File: src/verilog/strap_cfg_pkg.sv
package strap_cfg_pkg;
  // register map
  localparam logic [31:0] DEVICE_CONFIGURATION_ADDR = 32'h019c0200;
  localparam logic [31:0] DEVICE_CONFIGURATION_RST  = 32'h00000000;
  localparam logic [31:0] STRAP_STATUS_ADDR         = 32'h019c0204;
  localparam int          MEMORY_CLOCK_SOURCE_BIT   = 4;
  // strap positions on the host data pins
  localparam int          NARROW_LANE_POS           = 12;
  localparam int          BYTE_ORDER_POS            = 8;
  localparam int          BOOT_SRC_HI               = 4;
  localparam int          BOOT_SRC_LO               = 3;
  // status register field positions
  localparam int          ST_BOOT_LO                = 0;
  localparam int          ST_BYTE_ORDER             = 2;
  localparam int          ST_NARROW_LANE            = 3;
  localparam int          ST_CLOCK_SRC              = 4;
  localparam int          ST_BOOT_HOST              = 5;
  localparam int          ST_ROM_WIDTH_LO           = 8;
  // boot source codes
  localparam logic [1:0]  BOOT_HOST                 = 2'h0;
  localparam logic [1:0]  BOOT_ROM8                 = 2'h1;
  localparam logic [1:0]  BOOT_ROM16                = 2'h2;
  localparam logic [1:0]  BOOT_ROM32                = 2'h3;
  // byte lane selects
  localparam logic [1:0]  LANE_LOW                  = 2'h0;
  localparam logic [1:0]  LANE_TOP                  = 2'h3;
  // rom widths in bits
  localparam logic [5:0]  WIDTH_8                   = 6'h08;
  localparam logic [5:0]  WIDTH_16                  = 6'h10;
  localparam logic [5:0]  WIDTH_32                  = 6'h20;
endpackage

File: src/verilog/reset_strap_config_latch.sv
`timescale 1ns/1ns
// What this block does
// board holds every strap level steadily until reset is released.
// lane strap low puts narrow memory data on the lowest byte lane.
// lane strap high: low lane little-endian, top lane big-endian.
// byte order strap low means big-endian, high means little-endian.
// boot code 00 boots through the host port or emulation.
// boot codes 01, 10, 11 boot from rom, widths 8, 16, 32.
// clock strap high selects square-wave input; low is reserved.
// software changes configuration through a register at a fixed address.
// board may only drive host data pins 12, 8, 4, 3 at reset.
// configuration bit 4 picks memory clock: 0 internal, 1 external pin.
// straps are taken at reset release and held until next reset.
module reset_strap_config_latch
  import strap_cfg_pkg::*;
(
  input  wire logic        sys_clk,
  input  wire logic        sys_rst,
  input  wire logic [15:0] host_data_pins,
  input  wire logic        clock_source_strap,
  input  wire logic        psel,
  input  wire logic        penable,
  input  wire logic        pwrite,
  input  wire logic [31:0] paddr,
  input  wire logic [31:0] pwdata,
  input  wire logic [3:0]  pstrb,
  output logic      [31:0] prdata,
  output logic             pready,
  output logic             pslverr,
  output logic             big_endian,
  output logic [1:0]       narrow_lane_select,
  output logic             boot_from_host_port,
  output logic [5:0]       rom_width,
  output logic             clock_source_square_wave,
  output logic             clock_source_reserved,
  output logic             memory_clock_external,
  output logic             config_valid
);
  import strap_cfg_pkg::*;

  logic [16:0] cap;
  logic        cap_valid;
  logic [31:0] device_configuration;

  // straps are sampled at reset release; R01 and R09 fall on the board
  strap_sampler #(
    .WIDTH(17)
  ) u_sampler (
    .sys_clk (sys_clk),
    .sys_rst (sys_rst),
    .pins    ({clock_source_strap, host_data_pins}),
    .captured(cap),
    .valid   (cap_valid)
  );

  // decode of the captured straps
  wire       narrow_lane_strap = cap[NARROW_LANE_POS];
  wire       byte_order_strap  = cap[BYTE_ORDER_POS];
  wire [1:0] boot_code         = cap[BOOT_SRC_HI:BOOT_SRC_LO];
  wire       clk_strap         = cap[16];
  wire       is_big            = ~byte_order_strap;
  wire [1:0] next_lane         = (narrow_lane_strap && is_big) ?
                                 LANE_TOP : LANE_LOW;
  wire       next_host_boot    = (boot_code == BOOT_HOST);
  wire [5:0] next_width        = (boot_code == BOOT_ROM8)  ? WIDTH_8  :
                                 (boot_code == BOOT_ROM16) ? WIDTH_16 :
                                 (boot_code == BOOT_ROM32) ? WIDTH_32 :
                                 6'h00;

  // apb decode
  wire        access    = psel & penable;
  wire        hit_cfg   = (paddr == DEVICE_CONFIGURATION_ADDR);
  wire        hit_stat  = (paddr == STRAP_STATUS_ADDR);
  wire        mapped    = hit_cfg | hit_stat;
  wire        wr_cfg    = access & pwrite & hit_cfg & pstrb[0];
  wire        bad       = access & (~mapped | (pwrite & hit_stat));
  wire [31:0] status_word =
    (32'h1 << ST_BOOT_HOST) & {32{next_host_boot}} |
    ({26'h0, next_width} << ST_ROM_WIDTH_LO) |
    ({31'h0, clk_strap} << ST_CLOCK_SRC) |
    ({31'h0, narrow_lane_strap} << ST_NARROW_LANE) |
    ({31'h0, byte_order_strap} << ST_BYTE_ORDER) |
    ({30'h0, boot_code} << ST_BOOT_LO);
  wire [31:0] next_prdata =
    (access & ~pwrite & hit_cfg)  ? device_configuration :
    (access & ~pwrite & hit_stat) ? status_word : 32'h00000000;
  // only the clock source bit is writable; reserved bits stay zero
  wire [31:0] next_cfg = wr_cfg ?
    (pwdata & (32'h1 << MEMORY_CLOCK_SOURCE_BIT)) : device_configuration;

  // register file and bus answer
  always_ff @(posedge sys_clk or posedge sys_rst) begin
    if (sys_rst) begin
      device_configuration <= DEVICE_CONFIGURATION_RST;
      prdata               <= 32'h00000000;
      pready               <= 1'b0;
      pslverr              <= 1'b0;
    end else begin
      device_configuration <= next_cfg;
      prdata               <= next_prdata;
      pready               <= access & ~pready;
      pslverr              <= bad & ~pready;
    end
  end

  // configuration outputs, all registered
  always_ff @(posedge sys_clk or posedge sys_rst) begin
    if (sys_rst) begin
      big_endian               <= 1'b0;
      narrow_lane_select       <= LANE_LOW;
      boot_from_host_port      <= 1'b0;
      rom_width                <= 6'h00;
      clock_source_square_wave <= 1'b0;
      clock_source_reserved    <= 1'b0;
      memory_clock_external    <= 1'b0;
      config_valid             <= 1'b0;
    end else begin
      big_endian               <= is_big;
      narrow_lane_select       <= next_lane;
      boot_from_host_port      <= next_host_boot;
      rom_width                <= next_width;
      clock_source_square_wave <= clk_strap;
      clock_source_reserved    <= cap_valid & ~clk_strap;
      memory_clock_external    <=
        device_configuration[MEMORY_CLOCK_SOURCE_BIT];
      config_valid             <= cap_valid;
    end
  end

  // lane placement, checked one edge behind the captured straps
  lane_place_a: assert property (
    @(posedge sys_clk) disable iff (sys_rst)
    config_valid & ~narrow_lane_select[0] |->
    !$past(narrow_lane_strap) || $past(byte_order_strap))
    else $error("narrow lane wrong");
  lane_low_a: assert property (
    @(posedge sys_clk) disable iff (sys_rst)
    $past(cap_valid) && !$past(narrow_lane_strap) |->
    narrow_lane_select == LANE_LOW)
    else $error("low lane missed");
  lane_top_a: assert property (
    @(posedge sys_clk) disable iff (sys_rst)
    $past(cap_valid) && $past(narrow_lane_strap) && !$past(byte_order_strap)
    |-> narrow_lane_select == LANE_TOP)
    else $error("top lane missed");
  lane_little_a: assert property (
    @(posedge sys_clk) disable iff (sys_rst)
    $past(cap_valid) && $past(byte_order_strap) |->
    narrow_lane_select == LANE_LOW)
    else $error("little lane wrong");

  // byte order is the inverse of its strap
  endian_mode_a: assert property (
    @(posedge sys_clk) disable iff (sys_rst)
    config_valid |-> big_endian == !$past(byte_order_strap))
    else $error("endian wrong");

  // boot source and rom width
  host_boot_a: assert property (
    @(posedge sys_clk) disable iff (sys_rst)
    config_valid |-> boot_from_host_port == (rom_width == 6'h00))
    else $error("boot mode wrong");
  host_code_a: assert property (
    @(posedge sys_clk) disable iff (sys_rst)
    $past(cap_valid) && $past(boot_code) == BOOT_HOST |->
    boot_from_host_port)
    else $error("host boot missed");
  rom8_a: assert property (
    @(posedge sys_clk) disable iff (sys_rst)
    $past(cap_valid) && $past(boot_code) == BOOT_ROM8 |->
    rom_width == WIDTH_8)
    else $error("rom width 8 wrong");
  rom_width_a: assert property (
    @(posedge sys_clk) disable iff (sys_rst)
    $past(cap_valid) && $past(boot_code) == BOOT_ROM16 |->
    rom_width == WIDTH_16)
    else $error("rom width wrong");
  rom32_a: assert property (
    @(posedge sys_clk) disable iff (sys_rst)
    $past(cap_valid) && $past(boot_code) == BOOT_ROM32 |->
    rom_width == WIDTH_32)
    else $error("rom width 32 wrong");

  // clock source strap; its low level is reserved
  clk_src_a: assert property (
    @(posedge sys_clk) disable iff (sys_rst)
    config_valid |-> clock_source_square_wave != clock_source_reserved)
    else $error("clock source wrong");
  clk_square_a: assert property (
    @(posedge sys_clk) disable iff (sys_rst)
    $past(cap_valid) |-> clock_source_square_wave == $past(clk_strap))
    else $error("square wave source wrong");
  rsv_valid_a: assert property (
    @(posedge sys_clk) disable iff (sys_rst)
    clock_source_reserved |-> config_valid)
    else $error("reserved flag early");

  // configuration register writes and the memory clock bit
  cfg_write_a: assert property (
    @(posedge sys_clk) disable iff (sys_rst)
    wr_cfg |-> ##2 memory_clock_external == $past(pwdata[4], 2))
    else $error("clock bit write lost");
  write_bit_a: assert property (
    @(posedge sys_clk) disable iff (sys_rst)
    wr_cfg |=> device_configuration[MEMORY_CLOCK_SOURCE_BIT] ==
    $past(pwdata[MEMORY_CLOCK_SOURCE_BIT]))
    else $error("clock bit not stored");
  cfg_reserved_a: assert property (
    @(posedge sys_clk) disable iff (sys_rst)
    (device_configuration & ~(32'h1 << MEMORY_CLOCK_SOURCE_BIT)) == 32'h0)
    else $error("reserved config bit set");
  strobe_skip_a: assert property (
    @(posedge sys_clk) disable iff (sys_rst)
    access && pwrite && hit_cfg && !pstrb[0] |=>
    $stable(device_configuration))
    else $error("unstrobed write landed");
  ext_follow_a: assert property (
    @(posedge sys_clk) disable iff (sys_rst)
    memory_clock_external ==
    $past(device_configuration[MEMORY_CLOCK_SOURCE_BIT]))
    else $error("memory clock select stale");

  // bus answer: one wait state, ready for one cycle
  read_cfg_a: assert property (
    @(posedge sys_clk) disable iff (sys_rst)
    access && !pwrite && hit_cfg && !pready |=>
    pready && prdata == $past(device_configuration))
    else $error("config read wrong");
  status_ro_a: assert property (
    @(posedge sys_clk) disable iff (sys_rst)
    access && pwrite && hit_stat && !pready |=> pready && pslverr)
    else $error("status write not refused");
  pready_once_a: assert property (
    @(posedge sys_clk) disable iff (sys_rst)
    pready |=> !pready)
    else $error("ready held too long");
  err_ready_a: assert property (
    @(posedge sys_clk) disable iff (sys_rst)
    pslverr |-> pready)
    else $error("error without ready");

  // captured configuration stays put until the next reset
  cfg_hold_a: assert property (
    @(posedge sys_clk) disable iff (sys_rst)
    $past(config_valid) |-> $stable(big_endian) && $stable(rom_width))
    else $error("config moved");
  valid_hold_a: assert property (
    @(posedge sys_clk) disable iff (sys_rst)
    config_valid |=> config_valid)
    else $error("config valid dropped");
endmodule

File: src/verilog/strap_sampler.sv
`timescale 1ns/1ns
module strap_sampler #(
  parameter int WIDTH = 16
) (
  input  wire logic             sys_clk,
  input  wire logic             sys_rst,
  input  wire logic [WIDTH-1:0] pins,
  output logic      [WIDTH-1:0] captured,
  output logic                  valid
);
  logic             armed;
  logic [WIDTH-1:0] next_captured;

  // take the pins once, at the first edge after reset release
  assign next_captured = armed ? captured : pins;

  always_ff @(posedge sys_clk or posedge sys_rst) begin
    if (sys_rst) begin
      armed    <= 1'b0;
      captured <= '0;
      valid    <= 1'b0;
    end else begin
      armed    <= 1'b1;
      captured <= next_captured;
      valid    <= 1'b1;
    end
  end

  // later pin activity never reaches the captured value
  hold_a: assert property (@(posedge sys_clk) disable iff (sys_rst)
    armed |=> $stable(captured)) else $error("straps changed");
endmodule

File: config.mk
export PLATFORM = sky130hd
export DESIGN_NAME = reset_strap_config_latch
export DESIGN_NICKNAME = d
export VERILOG_FILES = /design/src/verilog/strap_cfg_pkg.sv /design/src/verilog/reset_strap_config_latch.sv /design/src/verilog/strap_sampler.sv
export SDC_FILE = /design/constraint.sdc
export NUM_CORES = 1
export LEC_CHECK = 0
export BUFFER_PORTS_ARGS = -buffer_cell sky130_fd_sc_hd__buf_2
export CAP_MARGIN = 20
export CORE_AREA = 2 2 75 77
export CTS_CLUSTER_DIAMETER = 40
export CTS_CLUSTER_SIZE = 14
export DETAILED_ROUTE_END_ITERATION = 6
export DIE_AREA = 0 0 77 79
export GPL_ROUTABILITY_DRIVEN = 0
export PLACE_DENSITY = 0.71
export SLEW_MARGIN = 20
export SYNTH_ARGS = -nofsm -noshare
export SYNTH_HDL_FRONTEND = slang
export SYNTH_SLANG_ARGS = --single-unit
File: constraint.sdc
create_clock -name sys_clk -period 1.5 [get_ports sys_clk]
set_clock_uncertainty 0.15 [all_clocks]
set_input_delay 0.225 -clock sys_clk [delete_from_list [all_inputs] [get_ports sys_clk]]
set_output_delay 0.225 -clock sys_clk [all_outputs]
set_load 0.01 [all_outputs]
Word level (Yosys, flattened, before mapping)
Cells that the tools add are included.
{"block": "totals", "word_cells": 51, "register_bits": 49}
{"block": "classes", "n_mux": 6, "n_reduce_logical": 2, "eq_ne": 5, "bitwise_logic": 24}
{"cell": "$eq A32 B25 Y1 const B", "n": 2}
{"cell": "$mux W14", "n": 2}
{"cell": "$mux W6", "n": 3}
{"cell": "$or A14 B2 Y14", "n": 1}
{"cell": "$or A14 B3 Y14", "n": 1}
{"cell": "$or A14 B4 Y14", "n": 1}
{"cell": "$or A14 B5 Y14", "n": 1}
{"cell": "$or A6 B14 Y14", "n": 1}
{"cell": "$and A1 B1 Y1", "n": 12}
{"cell": "$not A1 Y1", "n": 5}
{"cell": "$eq A2 B2 Y1 const B", "n": 2}
{"cell": "$eq A2 B1 Y1 const B", "n": 1}
{"cell": "$logic_not A2 Y1", "n": 1}
{"cell": "$mux W2", "n": 1}
{"cell": "$or A1 B1 Y1", "n": 2}
{"cell": "$logic_and A1 B1 Y1", "n": 1}

Logic depth before layout (Yosys ltp)
Gate-level depths: netlist of run 1.
{"block": "logic_depth", "word_depth": 11, "mapped_depth": 4, "ltp_nobuf": 4}

By module
Synthesis of run 1 repeated with hierarchy kept, for this count alone.
{"block": "unflattened", "hier_cells": 127, "hier_area_um2": 1788.0}
{"mod": "reset_strap_config_latch", "seq_area_each_um2": 550.5, "area_per_inst_um2": 1069.8, "cells_each": 88, "n_inst": 1}
{"mod": "strap_sampler", "seq_area_each_um2": 450.4, "area_per_inst_um2": 718.2, "cells_each": 39, "n_inst": 1}

Least setup slack after synthesis of run 1
No wires, ideal clock.
{"block": "synth_path", "kind": "input port to flip-flop", "startpoint": "input port paddr[5]", "endpoint": "register device_configuration[4]", "slack_ns": -0.096, "arrival_ns": 1.319, "path_buffers": 0, "stages": 4, "required_time_ns": 1.222, "path_cell_list": "nor4_2 -> nand4_2 -> nor4_1 -> mux2_1"}
{"block": "synth_between", "elab_chain_len": 3}
{"element": "from (decl)", "line_no": "reset_strap_config_latch.sv:24", "rtl": "input wire logic [31:0] paddr,"}
{"element": "$eq A32 B25 Y1", "line_no": "reset_strap_config_latch.sv:72", "rtl": "wire hit_cfg = (paddr == DEVICE_CONFIGURATION_ADDR);"}
{"element": "$and A1 B1 Y1 (2 in a row)", "line_no": "reset_strap_config_latch.sv:75", "rtl": "wire wr_cfg = access & pwrite & hit_cfg & pstrb[0];"}
{"element": "to (signal assigned)", "line_no": "reset_strap_config_latch.sv:99", "rtl": "device_configuration <= next_cfg;"}
{"element": "to (decl)", "line_no": "reset_strap_config_latch.sv:43", "rtl": "logic [31:0] device_configuration;"}
No other way between the ends.
A chain may end at the register's enable or synchronous reset.

Worst setup path after layout of run 1
{"block": "layout_path", "startpoint": "input port paddr[31]", "endpoint": "register device_configuration[4]"}
Same word-level chain as after synthesis.

==> results of run 1 <==
==> final timing paths <==
check,start,endpoint,slack (ps),cells after the start
max in group asynchronous,sys_rst,pready,530,4
setup reg to reg,u_sampler.armed,u_sampler.captured[16],380,1
setup / recovery,paddr[31],device_configuration[4],20,6
hold / removal,pwrite,prdata[4],20,2
hold reg to reg,device_configuration[4],memory_clock_external,280,0
min in group asynchronous,sys_rst,pslverr,410,4
==> cell type report <==
cell class | count | area [um2]
clock buffers | 3 | 41.29
flip-flops and latches | 28 | 700.7
repair buffers | 70 | 387.9
inverters | 2 | 7.507
well taps | 72 | 90.09
multi-input cells | 68 | 521.8
fillers | 585 | 3588
==> power by group <==
group          switching, W  internal [W]
clock network      0.000200      0.000179
registers         0.0000223      0.000794
logic              0.000119     0.0000996
total              0.000341       0.00107
==> sequential cells by signal, indices dropped and copies added, names as in the netlist <==
name and flops:
pready 1, device_configuration 1, u_sampler.captured 5, big_endian 1
memory_clock_external 1, prdata 9, clock_source_square_wave 1, rom_width 3
boot_from_host_port 1, clock_source_reserved 1, pslverr 1, u_sampler.armed 1
narrow_lane_select 1, config_valid 1
==> metrics by stage <==
stage	hold slack (ps)	util, %
final	23.48	32.77
after global routing	22.11	32.77
after CTS	16.18	31.22
after detailed placement	158.1	30.26
after global placement	150.5	30.26
after floorplan	140.4	-
==> cells by family after synthesis <==
group / after synthesis
AND/OR/NAND/NOR: 33
buffers and inverters: 29
flip-flops: 28
multiplexers: 7
other: 2
AO/OA/AOI/OAI: 1
==> routing by layer <==
| metal | wire [um] | vias to the layer above | track usage (%) |
|---|---|---|---|
| met5 | 0 | - | 0 |
| met4 | 10 | 0 | 2.143 |
| met3 | 282 | 2 | 3.636 |
| met2 | 1288 | 35 | 14.21 |
| met1 | 869 | 404 | 7.030 |
| li1 | - | 425 | - |
==> placed cells by master (no fill, tap or decap), types with 3 or more instances in the layout <==
master    instances
dfrtp_1          28
buf_4             3
nor3_1            4
nor2b_1           4
buf_2            62
mux2_2            5
buf_6             4
conb_1           27
nor4_4            5
clkbuf_8          3
and2_1            8
==> timing repair <==
item | CTS | global route
gates resized for setup | 0 | 11
buffers inserted | 0 | 1
setup endpoints to repair | 0 | 3
hold endpoints to repair | 28 | 0
hold buffers | 1 | 0
==> impl_metrics.toml, run 1 <==
[floorplan]
die_x_um = 77
fp.dieH_um = 79
rows = 27
fp.dieArea_mm2 = 0.006083
io_pins = 138
coreArea_mm2 = 0.005338
start_util_pct = 23.98

[pwr]
power.density_mw_per_mm2 = 808.3
p_leak_nw = 0.9314
power_w = 0.001414
ir_drop_uv = 356.0

[route]
drc_errors = 0
wl_per_cell_um = 10.08
drt_iter0_drc = 6
wl_um = 2450
route.vias.total = 866
antenna_left = 0
first_pass_iters = 4
routed_via_density = 3.564

[worst_setup_path]
crit_buf_inv = 2
critPathMostFrequentCell = "buf_6"
slowest_stage = "mux2_4"
path_max_fanout = 4
critPathCaptureType = "flop"
worstPathArrival_ps = 1480
path_delay_family = "simple AND/OR/NAND/NOR gates"
max_stage_delay_ps = 320
crit_chain = "buf_6, nor4bb_1, nand4_1, buf_6, nor4_4, mux2_4"
critPathKind = "input port to flop"
start_kind = "input port"
critPathRequiredTime_ps = 1500

[cells_and_area]
final_area_mm2 = 0.001749
syn2layout_area_growth_pct = 36.66
layout-drive-gt1-share_pct = 50.88
stdcell_count = 243
diodes = 0
nets = 263

[logic_synthesis]
async_reset_ff_share_pct = 100.0
ys_seq_elements = 28
synth_top_cell_area_share_pct = 54.74
ys.warnings.count = 0
syn_avg_cell_area_um2 = 12.80
synth_top_cell_by_area = "dfrtp_1"
yosys-top-cells-count = "dfrtp_1 (28), buf_4 (27), and2_1 (8), mux2_2 (5)"
syn_inst = 100
synth_xor_area_share_pct = 0
synth_top_family_by_area = "simple AND/OR/NAND/NOR gates"
synth.distinct_cells = 23
synth-compound-area-share_pct = 0.5865
yosys.area_share.simple_pct = 21.60
synth-edff-count = 0
synth.most_common_cell = "dfrtp_1"
synthMuxAreaShare_pct = 6.061
synth_fa_ha_area_share_pct = 0
synthTopCellsByArea = "dfrtp_1 (55%), buf_4 (16%), mux2_2 (4.4%)"
netlist_area_mm2 = 0.001280
ys_dominant_reg_cell = "dfrtp_1"
seq_area_frac_synth_pct = 54.74

[clock_tree]
cts_sinks = 28
cts_tree = "yes"
clk_latency_ps = 260
cts_buffers = 3
clock_path_buffers = 2
h-tree-depth = 1
clockRootBuffer = "clkbuf_8"
clkTransAtPathRegs_ps = 80

[placed_design]
placed_area_mm2 = 0.001615
preCtsSetupSlack_ps = -280.9
dp_hpwl_um = 1971
dp_cells = 238
io_buffers = 65

[global_routing]
grt_use_total_pct = 7.444
grt_pass1_wl_um = 3601
grt_pass1_vias = 847
grt_max_degree = 29
overflow = 0
antenna_found_initial = 0

[sta]
fin_crit_sh_pct = 98.61
fmax_mhz = 676.1
setup_violations = 0
setup_ws_ps = 20.88
report.final.slew_viol_count = 0
setup_tns_ps = 0
finalHoldViolCount = 0
period_needed_ps = 1479
rsz0062_at_grt = "true"

[min_path]
hold_path_class = "input port to flop"

[status]
status = "finished, final reports clean"

[job]
maxCapViolCount = 0
Power figures use the tool's default switching activity.
==> run 2, diff against run 1 <==
--- a/config.mk
+++ b/config.mk
@@ -5,15 +5,16 @@
 export SDC_FILE = /design/constraint.sdc
 export NUM_CORES = 1
 export LEC_CHECK = 0
+export ABC_AREA = 1
 export BUFFER_PORTS_ARGS = -buffer_cell sky130_fd_sc_hd__buf_2
 export CAP_MARGIN = 20
-export CORE_AREA = 2 2 75 77
+export CORE_AREA = 2 2 81 83
 export CTS_CLUSTER_DIAMETER = 40
 export CTS_CLUSTER_SIZE = 14
 export DETAILED_ROUTE_END_ITERATION = 6
-export DIE_AREA = 0 0 77 79
+export DIE_AREA = 0 0 83 85
 export GPL_ROUTABILITY_DRIVEN = 0
-export PLACE_DENSITY = 0.71
+export PLACE_DENSITY = 0.7
 export SLEW_MARGIN = 20
 export SYNTH_ARGS = -nofsm -noshare
 export SYNTH_HDL_FRONTEND = slang
==> constraint.sdc (replaced) <==
create_clock -name sys_clk -period 1.3 [get_ports sys_clk]
set_clock_uncertainty 0.15 [all_clocks]
set_input_delay 0.195 -clock sys_clk [delete_from_list [all_inputs] [get_ports sys_clk]]
set_output_delay 0.195 -clock sys_clk [all_outputs]
set_load 0.01 [all_outputs]
==> run 2 against run 1 <==
  * Critical endpoint is now narrow_lane_select[1]
  * Via count increased by 45%
  * Routed wire length increased by 19%
  * Non-clock buffer count increased by 1
==> impl_metrics.toml, run 2 <==
[sta]
report.final.slew_viol_count = 0
setup_tns_ps = 0
setup_violations = 0
rsz0062_at_grt = "false"
period_needed_ps = 1139
finalHoldViolCount = 0
fin_crit_sh_pct = 87.63
fmax_mhz = 877.8

[clock_tree]
cts_sinks = 28
h-tree-depth = 1
clkTransAtPathRegs_ps = 90
cts_setup_buffers = 0
clockRootBuffer = "clkbuf_8"
cts_tree = "yes"
clock_path_buffers = 2
clk_latency_ps = 270
cts_buffers = 3

[route]
drt_iter0_drc = 37
drc_errors = 0
routed_via_density = 3.638
wl_um = 2918
antenna_left = 0
route.vias.total = 1255
first_pass_iters = 4
wl_per_cell_um = 8.458

[cells_and_area]
final_common_cell = "buf_2"
syn2layout_area_growth_pct = 29.56
largest_reg_flops = 9
reg.largest.list = "prdata (9), u_sampler.captured (5), rom_width (3)"
top_register = "prdata"
most-common-layout-cells = "buf_2 (65), inv_1 (39), nor2_1 (38)"
nets = 359
layout-drive-gt1-share_pct = 31.72
diodes = 0

[global_routing]
grt_pass1_wl_um = 4912
grt_pass1_vias = 1190
overflow = 0
grt_max_degree = 29
antenna_found_initial = 0
grt_use_total_pct = 8.447

[logic_synthesis]
synthTopCellsByArea = "dfrtp_1 (47%), buf_4 (14%), inv_1 (9.8%)"
synth_top_cell_by_area = "dfrtp_1"
netlist_area_mm2 = 0.001494
async_reset_ff_share_pct = 100.0
synth.most_common_cell = "inv_1"
syn_avg_cell_area_um2 = 7.661
seq_area_frac_synth_pct = 46.90
ys_seq_elements = 28
synth-edff-count = 0
yosys-top-cells-count = "inv_1 (39), nor2_1 (38), nand2_1 (36), dfrtp_1 (28), buf_4 (27)"
syn_inst = 195
synth_top_cell_area_share_pct = 46.90
ys.warnings.count = 0
synth.distinct_cells = 14
ys_dominant_reg_cell = "dfrtp_1"

[placed_design]
io_buffers = 65
dp_hpwl_um = 2499

[worst_setup_path]
critPathCaptureType = "output port"
max_stage_delay_ps = 380
path_max_fanout = 2
path_delay_family = "flip-flops"
r2r_slack_ps = 290
crit_buf_inv = 1
critPathKind = "flop to output port"
critPathRequiredTime_ps = 950
rr_startpoint = "u_sampler.armed"
worstPathArrival_ps = 790
rr_worst_depth = 2
start_kind = "flop"
r2r-end = "u_sampler.captured[4]"
crit_chain = "buf_2"
slowest_stage = "dfrtp_1"

[pwr]
swShare_pct = 23.28
ir_drop_uv = 385.1
power.switching_w = 0.0004348
power.density_mw_per_mm2 = 965.0
power_w = 0.001868
p_leak_nw = 1.168
internal_power_w = 0.001433
pwr-share-seq_pct = 49.8
clockPowerShare_pct = 35.4
share_comb_of_total_power_pct = 14.8

[floorplan]
start_util_pct = 24.08
fp.dieH_um = 85
coreArea_mm2 = 0.006205
io_pins = 138
fp.dieArea_mm2 = 0.007055
die_x_um = 83
rows = 29

[min_path]
min_from = "host_data_pins[8]"
hold_path_class = "input port to flop"
hold_path_end = "u_sampler.captured[8]"
min_path_cells = 3

[status]
status = "finished, final reports clean"

[job]
maxCapViolCount = 0
[run 2: worst max-delay path by stage]
stage,depth (start not counted),slack [ps],to,start
2_1_floorplan,6,210,prdata[0],paddr[1]
3_3_place_gp,9,-30,device_configuration[4],paddr[31]
3_5_place_dp,9,-80,device_configuration[4],paddr[31]
4_1_cts,1,140,narrow_lane_select[1],narrow_lane_select[0]
5_1_grt,9,70,device_configuration[4],paddr[29]
6_report,1,160,narrow_lane_select[1],narrow_lane_select[0]
[run 2: routing by layer]
layer / track usage, % / vias up / wire, um
met5: 0 / - / 0
met4: 3.279 / 0 / 49
met3: 1.167 / 4 / 188
met2: 16.20 / 54 / 1537
met1: 9.405 / 547 / 1142
li1: - / 650 / -
[run 2: through the flow]
| step | std cells | hold WS (ps) | instance area, um2 | utilization (%) | setup WS, ps |
|---|---|---|---|---|---|
| after floorplan | 220 | 110.4 | 1588 | - | 206.5 |
| after global placement | 336 | 114.9 | 1814 | 29.24 | -28.67 |
| after detailed placement | 336 | 136.9 | 1814 | 29.24 | -79.94 |
| after CTS | 345 | 5.199 | 1936 | 31.20 | 142.0 |
| after global routing | 345 | 26.48 | 1936 | 31.20 | 73.93 |
| final | 345 | 0.4075 | 1936 | 31.20 | 160.8 |
[run 2: repair_timing]
action	CTS	global route
gates resized for setup	0	0
hold endpoints to repair	32	0
hold buffers	5	0
[run 2: worst reg2reg max path: stages, from the launching register on]
cell	delay (ps)
dfrtp_1	400
inv_1	200
o21ai_0	140
[run 2: cell type report]
| class | count | area [um2] |
|---|---|---|
| repair buffers | 71 | 382.9 |
| fillers | 667 | 4269 |
| clock buffers | 3 | 41.29 |
| flip-flops and latches | 28 | 700.7 |
| inverters | 39 | 146.4 |
| multi-input cells | 126 | 538.0 |
| clock inverters | 1 | 30.03 |
| well taps | 77 | 96.34 |
[run 2: power by group through the flow]
| stage | clock (W) | sequential (W) | combinational (W) |
|---|---|---|---|
| finish | 0.000662 | 0.000929 | 0.000277 |
| floorplan | 0 | 0.000960 | 0.000192 |
| global placement | 0 | 0.000947 | 0.000261 |
| global route | 0.000712 | 0.000935 | 0.000319 |
| CTS | 0.000693 | 0.000930 | 0.000282 |
| detailed placement | 0 | 0.000948 | 0.000270 |
[run 2: kinds of logic after synthesis]
family | after synthesis | synth area share (%)
simple gates | 94 | 27.55
buf+inv | 66 | 23.37
flops | 28 | 46.90
compound gates | 5 | 1.675
other cells | 2 | 0.5027
==> run 3, diff against run 2 <==
--- a/config.mk
+++ b/config.mk
@@ -8,13 +8,14 @@
 export ABC_AREA = 1
 export BUFFER_PORTS_ARGS = -buffer_cell sky130_fd_sc_hd__buf_2
 export CAP_MARGIN = 20
-export CORE_AREA = 2 2 81 83
+export CORE_AREA = 5 5 84 86
 export CTS_CLUSTER_DIAMETER = 40
 export CTS_CLUSTER_SIZE = 14
 export DETAILED_ROUTE_END_ITERATION = 6
-export DIE_AREA = 0 0 83 85
+export DIE_AREA = 0 0 89 91
 export GPL_ROUTABILITY_DRIVEN = 0
 export PLACE_DENSITY = 0.7
+export REMOVE_ABC_BUFFERS = 1
 export SLEW_MARGIN = 20
 export SYNTH_ARGS = -nofsm -noshare
 export SYNTH_HDL_FRONTEND = slang
==> run 3 against run 2 <==
  * Total power rose by 0.70%
  * Highest routed layer unchanged
  * Die area rose by 15%
  * Register-to-register slack better by 20 ps
  * Largest power group unchanged
  * Via count is essentially flat
==> impl_metrics.toml, run 3 (synthesis results as in run 2) <==
[clock_tree]
clockRootBuffer = "clkbuf_8"
post_cts_resized = 0
h-tree-depth = 1
cts_setup_buffers = 0
clock_path_buffers = 2
cts_sinks = 28
cts_tree = "yes"
cts_buffers = 3
clk_latency_ps = 270
hold_buffers = 5
clkTransAtPathRegs_ps = 90

[route]
wl_per_cell_um = 9.220
routed_via_density = 3.624
drc_errors = 0
antenna_left = 0
wl_um = 3190
drt_iter0_drc = 29
first_pass_iters = 4
route.vias.total = 1254

[pwr]
swShare_pct = 23.70
pwr-share-seq_pct = 49.4
power.density_mw_per_mm2 = 966.7
power_w = 0.001881
ir_drop_uv = 510.6
power.switching_w = 0.0004458
clockPowerShare_pct = 35.6
p_leak_nw = 1.172
share_comb_of_total_power_pct = 15.0
internal_power_w = 0.001435

[floorplan]
io_pins = 138
start_util_pct = 24.08
fp.dieH_um = 91
rows = 29
fp.dieArea_mm2 = 0.008099
die_x_um = 89
coreArea_mm2 = 0.006205

[cells_and_area]
syn2layout_area_growth_pct = 30.23
nets = 360
final_area_mm2 = 0.001946
multi_input_area_um2 = 538.0
reg.largest.list = "prdata (9), u_sampler.captured (5), rom_width (3)"
fill_cells = 668
seq_area_um2 = 700.7
final_common_cell = "buf_2"
top_register = "prdata"
layout-drive-gt1-share_pct = 31.60
fin_util_pct = 31.36
diodes = 0
largest_reg_flops = 9
stdcell_count = 346
most-common-layout-cells = "buf_2 (65), inv_1 (39), nor2_1 (38)"

[sta]
period_needed_ps = 1153
fin_crit_sh_pct = 88.67
rsz0062_at_grt = "false"
setup_tns_ps = 0
fmax_mhz = 867.6
finalHoldViolCount = 0
report.final.slew_viol_count = 0
setup_violations = 0

[worst_setup_path]
critPathKind = "flop to output port"
worstPathArrival_ps = 810
worst-path-stages = 1
critPathRequiredTime_ps = 950
slowest_stage = "dfrtp_1"
crit_start = "pready"
crit_buf_inv = 1
rr_startpoint = "u_sampler.armed"
path_delay_family = "flip-flops"
crit_chain = "buf_2"
r2r-end = "u_sampler.captured[8]"
critPathCaptureType = "output port"
rr_worst_depth = 2
start_kind = "flop"
path_max_fanout = 2
r2r_slack_ps = 310
crit_path_end = "pready"
max_stage_delay_ps = 400

[global_routing]
overflow = 0
grt_pass1_vias = 1256
grt_pass1_wl_um = 5092
antenna_found_initial = 0
grt_use_total_pct = 7.749
grt_max_degree = 29

[placed_design]
io_buffers = 65
dp_hpwl_um = 2745
dp_cells = 336
placed_area_mm2 = 0.001814

[status]
status = "finished, final reports clean"

[min_path]
hold_path_class = "input port to flop"
min_path_cells = 5

[job]
maxCapViolCount = 0
run 3: cell count changes in the layout (fill, tap and decap cells not counted):
cell / delta
dlygate4sd3_1: +1
run 3: power by group through the flow:
stage	combinational, W	sequential [W]	clock (W)
floorplan	0.000128	0.000962	0
global placement	0.000263	0.000947	0
detailed placement	0.000271	0.000948	0
CTS	0.000284	0.000930	0.000681
global route	0.000323	0.000937	0.000722
finish	0.000282	0.000930	0.000669
run 3: tightest hold or removal path: cells and delay by family:
family | cells | cell delay (ps)
buffers and inverters | 3 | 140
and+or+nand+nor | 2 | 120
run 3: cell type report:
type                       count  area share [%]
clock inverter                 1           1.543
clock buffer                   3           2.122
sequential                    28           36.01
multi-input combinational    126           27.65
timing repair buffer          72           20.19
tap                           77           4.952
inverter                      39           7.524
run 3: worst min-delay path by stage:
| stage | start | end | slack [ps] |
|---|---|---|---|
| after floorplan | sys_rst | big_endian | 110 |
| after global placement | sys_rst | prdata[13] | 120 |
| after detailed placement | sys_rst | rom_width[5] | 130 |
| after CTS | clock_source_strap | u_sampler.captured[16] | 6 |
| after global routing | pwdata[4] | device_configuration[4] | 70 |
| final | pwdata[4] | device_configuration[4] | 70 |
run 3: layer usage:
layer	up-vias	GRT usage (%)	routed length, um
li1	650	-	-
met1	548	8.264	1108
met2	54	14.67	1704
met3	2	1.900	347
met4	0	2.233	29
met5	-	0	0
run 3: through the flow:
stage	setup slack (ps)	hold WS, ps
6_report	147.3	71.43
5_1_grt	109.1	73.04
4_1_cts	141.1	6.473
3_5_place_dp	-59.79	130.4
3_3_place_gp	-25.94	116.3
2_1_floorplan	206.5	110.4
